`config.mk`:
```
export PLATFORM = sky130hd
export DESIGN_NAME = twl_loader
export DESIGN_NICKNAME = d
export VERILOG_FILES = /design/src/twl_loader.v
export VERILOG_INCLUDE_DIRS = /design/src
export SDC_FILE = /design/constraint.sdc
export NUM_CORES = 1
export LEC_CHECK = 0
export BUFFER_PORTS_ARGS = -buffer_cell sky130_fd_sc_hd__buf_2
export CAP_MARGIN = 25
export CORE_ASPECT_RATIO = 1.5
export CORE_MARGIN = 3
export CORE_UTILIZATION = 54
export DETAILED_ROUTE_END_ITERATION = 6
export GPL_TIMING_DRIVEN = 1
export PLACE_DENSITY = 0.79
export SETUP_SLACK_MARGIN = 0.4
export SYNTH_ARGS = -nofsm -noshare
export SYNTH_HDL_FRONTEND = slang
export SYNTH_SLANG_ARGS = --single-unit
```
`constraint.sdc`:
```
create_clock -name mclk_in -period 2.1 [get_ports mclk_in]
set_input_delay 0.42 -clock mclk_in [delete_from_list [all_inputs] [get_ports mclk_in]]
set_output_delay 0.42 -clock mclk_in [all_outputs]
set_load 0.005 [all_outputs]
```
`src/twl_regs.vh`:
```
// Constants for the three-wire latch loader
`ifndef TWL_REGS_VH
`define TWL_REGS_VH
`define TWL_WORD_W      24
`define TWL_SEL_W       2
`define TWL_SEL_CTRL    2'h0
`define TWL_SEL_REFDIV  2'h1
`define TWL_SEL_FBDIV   2'h2
`define TWL_SEL_TEST    2'h3
`define TWL_LATCH_RST   24'h000000
`define TWL_PD_LSB      20
`define TWL_PD_MSB      21
`define TWL_MUX_LSB     5
`define TWL_MUX_MSB     7
`define TWL_MUX_LOCK    3'h1
`define TWL_MUX_FBDIV   3'h2
`define TWL_MUX_REFDIV  3'h4
`define TWL_PD_RUN      2'h0
`define TWL_SYNC3_RST   3'h0
`define TWL_SYNC2_RST   2'h0
`endif

```
`src/twl_loader.v`:
```
// Three-wire serial programming port with four load latches
//
// How it works
// - Each rising serial clock edge shifts the data pin into the 24-bit register.
// - Two lowest word bits select the target latch; host sets, device decodes.
// - Rising load strobe copies the shift register into the selected latch.
// - Chip enable low powers down and three-states the pump output.
// - Chip enable high powers up only when programmed power-down bits allow.
// - Observe output shows lock detect, scaled feedback or scaled reference.
// - Select 0 control, 1 reference divider, 2 feedback divider, 3 test latch.
`timescale 1ns/1ps
`include "twl_regs.vh"

module twl_loader (
   input  wire        mclk_in,
   input  wire        resetn_in,
   input  wire        sclk_in,
   input  wire        sdata_in,
   input  wire        load_strobe_in,
   input  wire        chip_enable_in,
   input  wire        lock_detect_in,
   input  wire        fb_scaled_in,
   input  wire        ref_scaled_in,
   output reg  [23:0] ctrl_latch_out,
   output reg  [23:0] refdiv_latch_out,
   output reg  [23:0] fbdiv_latch_out,
   output reg  [23:0] test_latch_out,
   output reg         powered_up_out,
   output reg         pump_output_oe_out,
   output reg         observe_output_out
);

   // ----------------------------------------------------------------
   // Pin synchronisers
   // ----------------------------------------------------------------
   // Stage 1 is read only by the next stage; edge logic uses stage 2 and 3.
   reg [2:0] sclk_sync;
   reg [2:0] le_sync;
   reg [1:0] data_sync;
   reg [1:0] ce_sync;
   reg [1:0] lock_sync;
   reg [1:0] fb_sync;
   reg [1:0] ref_sync;

   // Serial clock needs a third stage so its edge can be found
   always @(posedge mclk_in or negedge resetn_in) begin
      if (!resetn_in) begin
         sclk_sync <= `TWL_SYNC3_RST;
      end else begin
         sclk_sync <= {sclk_sync[1:0], sclk_in};
      end
   end

   // Load strobe likewise carries a third stage for its edge
   always @(posedge mclk_in or negedge resetn_in) begin
      if (!resetn_in) begin
         le_sync <= `TWL_SYNC3_RST;
      end else begin
         le_sync <= {le_sync[1:0], load_strobe_in};
      end
   end

   always @(posedge mclk_in or negedge resetn_in) begin
      if (!resetn_in) begin
         data_sync <= `TWL_SYNC2_RST;
      end else begin
         data_sync <= {data_sync[0], sdata_in};
      end
   end

   // Chip enable resets low so the pump stays off until the pin is seen high
   always @(posedge mclk_in or negedge resetn_in) begin
      if (!resetn_in) begin
         ce_sync <= `TWL_SYNC2_RST;
      end else begin
         ce_sync <= {ce_sync[0], chip_enable_in};
      end
   end

   always @(posedge mclk_in or negedge resetn_in) begin
      if (!resetn_in) begin
         lock_sync <= `TWL_SYNC2_RST;
      end else begin
         lock_sync <= {lock_sync[0], lock_detect_in};
      end
   end

   always @(posedge mclk_in or negedge resetn_in) begin
      if (!resetn_in) begin
         fb_sync <= `TWL_SYNC2_RST;
      end else begin
         fb_sync <= {fb_sync[0], fb_scaled_in};
      end
   end

   always @(posedge mclk_in or negedge resetn_in) begin
      if (!resetn_in) begin
         ref_sync <= `TWL_SYNC2_RST;
      end else begin
         ref_sync <= {ref_sync[0], ref_scaled_in};
      end
   end

   // Data is sampled with the clock edge delayed equally, so setup is kept.
   wire sclk_rise = sclk_sync[1] & ~sclk_sync[2];
   wire le_rise   = le_sync[1] & ~le_sync[2];

   // ----------------------------------------------------------------
   // Shift register and latches
   // ----------------------------------------------------------------
   reg [23:0] shift_word;
   wire [23:0] next_shift = {shift_word[22:0], data_sync[1]};
   wire [1:0]  word_sel   = shift_word[`TWL_SEL_W-1:0];

   // Shared by all four latch loads so the select decode stays in one place
   function load_hit;
      input       strobe;
      input [1:0] sel;
      input [1:0] code;
      begin
         load_hit = strobe & (sel == code);
      end
   endfunction

   // Extra edges simply push old bits out of the top
   always @(posedge mclk_in or negedge resetn_in) begin
      if (!resetn_in) begin
         shift_word <= `TWL_LATCH_RST;
      end else if (sclk_rise) begin
         shift_word <= next_shift;
      end
   end

   always @(posedge mclk_in or negedge resetn_in) begin
      if (!resetn_in) begin
         ctrl_latch_out <= `TWL_LATCH_RST;
      end else if (load_hit(le_rise, word_sel, `TWL_SEL_CTRL)) begin
         ctrl_latch_out <= shift_word;
      end
   end

   always @(posedge mclk_in or negedge resetn_in) begin
      if (!resetn_in) begin
         refdiv_latch_out <= `TWL_LATCH_RST;
      end else if (load_hit(le_rise, word_sel, `TWL_SEL_REFDIV)) begin
         refdiv_latch_out <= shift_word;
      end
   end

   always @(posedge mclk_in or negedge resetn_in) begin
      if (!resetn_in) begin
         fbdiv_latch_out <= `TWL_LATCH_RST;
      end else if (load_hit(le_rise, word_sel, `TWL_SEL_FBDIV)) begin
         fbdiv_latch_out <= shift_word;
      end
   end

   // Kept for completeness; hosts must not load it
   always @(posedge mclk_in or negedge resetn_in) begin
      if (!resetn_in) begin
         test_latch_out <= `TWL_LATCH_RST;
      end else if (load_hit(le_rise, word_sel, `TWL_SEL_TEST)) begin
         test_latch_out <= shift_word;
      end
   end

   // ----------------------------------------------------------------
   // Power control and observe output
   // ----------------------------------------------------------------
   wire [1:0] pd_bits  = ctrl_latch_out[`TWL_PD_MSB:`TWL_PD_LSB];
   wire       run      = ce_sync[1] & (pd_bits == `TWL_PD_RUN);
   wire [2:0] mux_sel  = ctrl_latch_out[`TWL_MUX_MSB:`TWL_MUX_LSB];
   reg        next_obs;

   always @* begin
      case (mux_sel)
         `TWL_MUX_LOCK:   next_obs = lock_sync[1];
         `TWL_MUX_FBDIV:  next_obs = fb_sync[1];
         `TWL_MUX_REFDIV: next_obs = ref_sync[1];
         default:         next_obs = 1'b0;
      endcase
   end

   always @(posedge mclk_in or negedge resetn_in) begin
      if (!resetn_in) begin
         powered_up_out <= 1'b0;
      end else begin
         powered_up_out <= run;
      end
   end

   // Pump stays three-stated whenever the part is not running
   always @(posedge mclk_in or negedge resetn_in) begin
      if (!resetn_in) begin
         pump_output_oe_out <= 1'b0;
      end else begin
         pump_output_oe_out <= run;
      end
   end

   // Forced low when powered down so a stale source never leaks out
   always @(posedge mclk_in or negedge resetn_in) begin
      if (!resetn_in) begin
         observe_output_out <= 1'b0;
      end else begin
         observe_output_out <= run ? next_obs : 1'b0;
      end
   end

endmodule // twl_loader

```
### Yosys cells after proc, flatten, opt, wreduce, memory -nomap -nowiden

Index checks and enable logic that the tools add are counted.
W data, S select, Z words.

| storage, ports and cells | value |
|---|---|
| flip-flop bits (word level) | 138 |
| input port bits | 9 |
| output and inout port bits | 99 |
| word-level logic and storage cells | 33 |

| cells by class | value |
|---|---|
| equal/unequal tests | 6 |
| mux-type cells | 2 |
| bitwise operators | 9 |
| reductions and logical operators | 2 |

Operator list:

| operator | count |
|---|---|
| $and A1 B1 Y1 | 7 |
| $eq A2 B2 Y1 const B | 2 |
| $logic_not A2 Y1 | 2 |
| $eq A3 B1 Y1 const B | 1 |
| $eq A3 B2 Y1 const B | 1 |
| $eq A3 B3 Y1 const B | 1 |
| $pmux W1 S3 | 1 |
| $eq A2 B1 Y1 const B | 1 |
| $not A1 Y1 | 2 |
| $mux W1 | 1 |

### Longest topological paths before layout

| depth | value |
|---|---|
| depth after elaboration | 3 |
| gate-level depth with buffers | 4 |
| gate-level depth less buffers | 2 |

### Least setup slack after synthesis

Ideal clock, no wire load.

| timing path | value |
|---|---|
| kind | register to register |
| start point | register shift_word[0] |
| end point | register ctrl_latch_out[10] |
| setup time | 0.125 ns |
| arrival | 1.390 ns |
| data required time | 1.975 ns |
| setup slack | 0.585 ns |
| stages on the path, launching flop included | 4 |
| path buffers | 1 |
| period minus slack after synthesis | 1.515 ns |
| path through | dfrtp_1 nor4b_4 buf_6 mux2_2 |

| between the ends | value |
|---|---|
| word-level cells in the longest chain between the ends | 2 |

Ends and longest elaborated chain:

| item | RTL line | source |
|---|---|---|
| start: declaration | twl_loader.v:111 | `reg [23:0] shift_word;` |
| start signal: assignment | twl_loader.v:128 | `` shift_word <= `TWL_LATCH_RST; `` |
| start signal: assignment | twl_loader.v:130 | `shift_word <= next_shift;` |
| $logic_not A2 Y1 | twl_loader.v:121 | `load_hit = strobe & (sel == code);` |
| $and A1 B1 Y1 | twl_loader.v:121 |  |
| end signal: assignment | twl_loader.v:136 | `` ctrl_latch_out <= `TWL_LATCH_RST; `` |
| end signal: assignment | twl_loader.v:138 | `ctrl_latch_out <= shift_word;` |
| end: declaration | twl_loader.v:24 | `output reg [23:0] ctrl_latch_out,` |

Every way passes these cells.
A chain may end at the register's enable or synchronous reset.

### Worst setup path after layout

| timing path | value |
|---|---|
| start point | register shift_word[0] |
| end point | register fbdiv_latch_out[9] |

| between the ends | value |
|---|---|
| word-level cells in the longest chain between the ends | 2 |

Ends and longest elaborated chain:

| item | RTL line | source |
|---|---|---|
| $eq A2 B2 Y1 | twl_loader.v:121 |  |
| $and A1 B1 Y1 | twl_loader.v:121 |  |
| end signal: assignment | twl_loader.v:152 | `` fbdiv_latch_out <= `TWL_LATCH_RST; `` |
| end signal: assignment | twl_loader.v:154 | `fbdiv_latch_out <= shift_word;` |
| end: declaration | twl_loader.v:26 | `output reg [23:0] fbdiv_latch_out,` |

Every way passes these cells.

==> results.md <==
* Status: completed
* Final Net Count at 416
* Routed WL at 9.59 mm
* Area growth, synth to finish at 24.9%
* Post-synthesis cell type count at 17
* First-pass GRT wire length at 16.2 mm
* P_sw at 0.00194 W
* Combinational share of power at 0.169
* Synth warn at 0
* Final setup fails at 0
* R2r endpoint: fbdiv_latch_out[9]$_DFFE_PN0P_
* GRT Total Usage at 0.201
* Worst Path Arrival at 1.91 ns
* Synth area leader: dfrtp_1
* Fmax at 618 MHz
* Wire length per cell at 18.2 um
* Layout cells sized above 1 at 0.627
* Syn Area/Cell at 17.9 um2
* Number of placement rows at 42
* Vias per cell at 5.25
* R2r setup slk at 0.48 ns
* IR drop worst, VDD at 1.00 mV
* #FFs+latches synth at 138
* CP Max Fanout at 10
* Setup crit start: shift_word[0]$_DFFE_PN0P_
* Top-count cell post-synth: dfrtp_1
* Crit. End Element: register
* Core area at 0.00893 mm2
* Reg clk slew, reported paths at 0.05 ns
* Die height at 124 um
* Port Buffer Count at 107
* Syn Nets at 291
* EDFF count, synth at 0
* Fin crit period at 1.62 ns
* Critical path launch point type: register
* Final critical-path share of the clock period at 0.771
* Clk_skew at 0.0162 ns
* Share of the synthesized area in the top cell type at 0.686
* TritonCTS Buffers at 17
* Crit path capture: fbdiv_latch_out[9]$_DFFE_PN0P_
* Pin count of the biggest net entering global routing at 45
* Final ANT Viol Nets at 0
* RSZ-0062 raised after global routing: no
* Commonest cells post-synth: 138 x dfrtp_1, 102 x mux2_2, 9 x mux2_4
* Initial Util at 0.564
* DR pass1 iterations at 4
* Mapped Area at 0.00504 mm2
* DR vias at 2,764
* Antenna violations before repair at 0
* Total power per unit cell area at 1240 mW/mm2
* Slew Viols, Final at 0
* Clock sink count at 138
* Crit Path Category: register to register
* Post-CTS Repair Setup Buffers at 0
* Worst Max-Slew Pin Slew at 0.483 ns
* Vias in the first global route at 3,070
* Die X at 84.9 um
* Root buf cell: clkbuf_16
* CTS tree: done
* CTS H-tree depth at 4
* Clock power frac at 0.354
* GRT overflow at 0
* Share of total power in sequential cells at 0.477
* Hpwl dp at 6.45 mm
* Slew headroom at 0.677
* Final hold vios at 0
* N_diodes at 0
* Top cells by area, synth: dfrtp_1 69%, mux2_2 23%, mux2_4 2.7%
* Number of top-level pins at 108
* DRT iter0 DRCs at 83
* Fraction of registers with async set/reset at 1.00
* Predominant post-synthesis flop cell: dfrtp_1
* Max-Cap Viols at 0
* Sw frac at 0.248
* P_leak at 3.31 nW
* Worst r2r src: shift_word[0]$_DFFE_PN0P_
* CTS max path bufs at 2
* Internal power at 0.00588 W
* Clk_lat worst skew at 0.41 ns
* Min-Delay Path Class: primary input to register
* Setup TNS at 0 ns
* Post-synthesis sequential area ratio at 0.686
* Gate Count Post-Synth at 282
* RePlAce Congestion at 0.736
* Die area at 0.0105 mm2
* DRC at 0
* Worst Path Required at 2.39 ns
* Final core utilization at 0.704
* R2R depth at 3
[area by class of cell]
type | instances | area (um2)
Fill cell | 637 | 2640
Multi-Input combinational cell | 130 | 1460
Tap cell | 110 | 138
Clock buffer | 26 | 519
Clock inverter | 2 | 35.0
Timing Repair Buffer | 120 | 683
Sequential cell | 138 | 3450
[worst min-delay path by stage]
| stage | end | depth (start not counted) | from |
|---|---|---|---|
| 3_5_place_dp | sclk_sync[1]$_DFF_PN0_ | 0 | sclk_sync[0]$_DFF_PN0_ |
| 5_1_grt | fb_sync[0]$_DFF_PN0_ | 1 | fb_scaled_in |
| 2_1_floorplan | ce_sync[0]$_DFF_PN0_ | 0 | resetn_in |
| 4_1_cts | data_sync[0]$_DFF_PN0_ | 1 | sdata_in |
| 6_report | data_sync[0]$_DFF_PN0_ | 1 | sdata_in |
| 3_3_place_gp | ref_sync[1]$_DFF_PN0_ | 0 | ref_sync[0]$_DFF_PN0_ |
[cell families (layout without fill, tap and decap cells)]
family | Yosys count | in the layout | share of synthesized area
flops | 138 | 138 | 0.686
simple gates | 17 | 17 | 0.0313
mux | 112 | 112 | 0.257
buf+inv | 14 | 148 | 0.0241
compound gates | 1 | 1 | 0.00174
[power groups by stage]
stage	Sequential [W]	Combinational [W]	Clock, W
finish	0.00373	0.00133	0.00277
global route	0.00384	0.00146	0.00295
CTS	0.00374	0.00136	0.00283
detailed placement	0.00378	0.00135	0
global placement	0.00376	0.00131	0
floorplan	0.00369	0.000678	0
[layout by cell type, fill, tap and decap left out, types with 2 or more instances in the layout]
master and instances:
clkbuf_16 17, mux2_2 102, dfrtp_1 138, clkbuf_8 6, mux2_4 9, nor2b_1 4
clkbuf_1 3, buf_12 3, nor4bb_1 3, buf_2 106, nand2b_1 2, or2_2 2
buf_4 8, buf_6 2
[flip-flops by register name, indices dropped and copies added (netlist names)]
| signal | flops |
|---|---|
| test_latch_out | 24 |
| sclk_sync | 3 |
| ctrl_latch_out | 24 |
| refdiv_latch_out | 24 |
| observe_output_out | 1 |
| lock_sync | 2 |
| ce_sync | 2 |
| le_sync | 3 |
| ref_sync | 2 |
| fbdiv_latch_out | 24 |
| shift_word | 24 |
| fb_sync | 2 |
| pump_output_oe_out | 1 |
| data_sync | 2 |
[worst max-delay path: stages (launching register included)]
cell and delay [ns]:
dfrtp_1 0.45, and4bb_2 0.44, buf_4 0.25, mux2_2 0.35
[per-layer routing]
metal	vias to the layer above	global-route usage	share of wire
li1	1238	-	-
met1	1433	0.250	0.40
met2	80	0.329	0.53
met3	13	0.0589	0.053
met4	0	0.0783	0.014
met5	-	0	0
[stage by stage]
stage	cells	hold WS (ns)	area (um2)	total power [W]	setup WS [ns]
6_report	526	0.118	6290	0.00783	0.482
5_1_grt	526	0.103	6290	0.00826	0.412
4_1_cts	526	0.102	6290	0.00793	0.405
3_5_place_dp	497	0.337	5720	0.00513	0.416
3_3_place_gp	497	0.333	5720	0.00506	0.424
2_1_floorplan	282	0.124	5040	0.00437	0.585
[repair_timing]
item | 4_1_cts | 5_1_grt
hold endpoints to repair | 40 | 0
endpoints found under the setup margin | 0 | 20
resized for setup | 0 | 2
hold buffers | 1 | 0
Power figures use the tool's default switching activity.
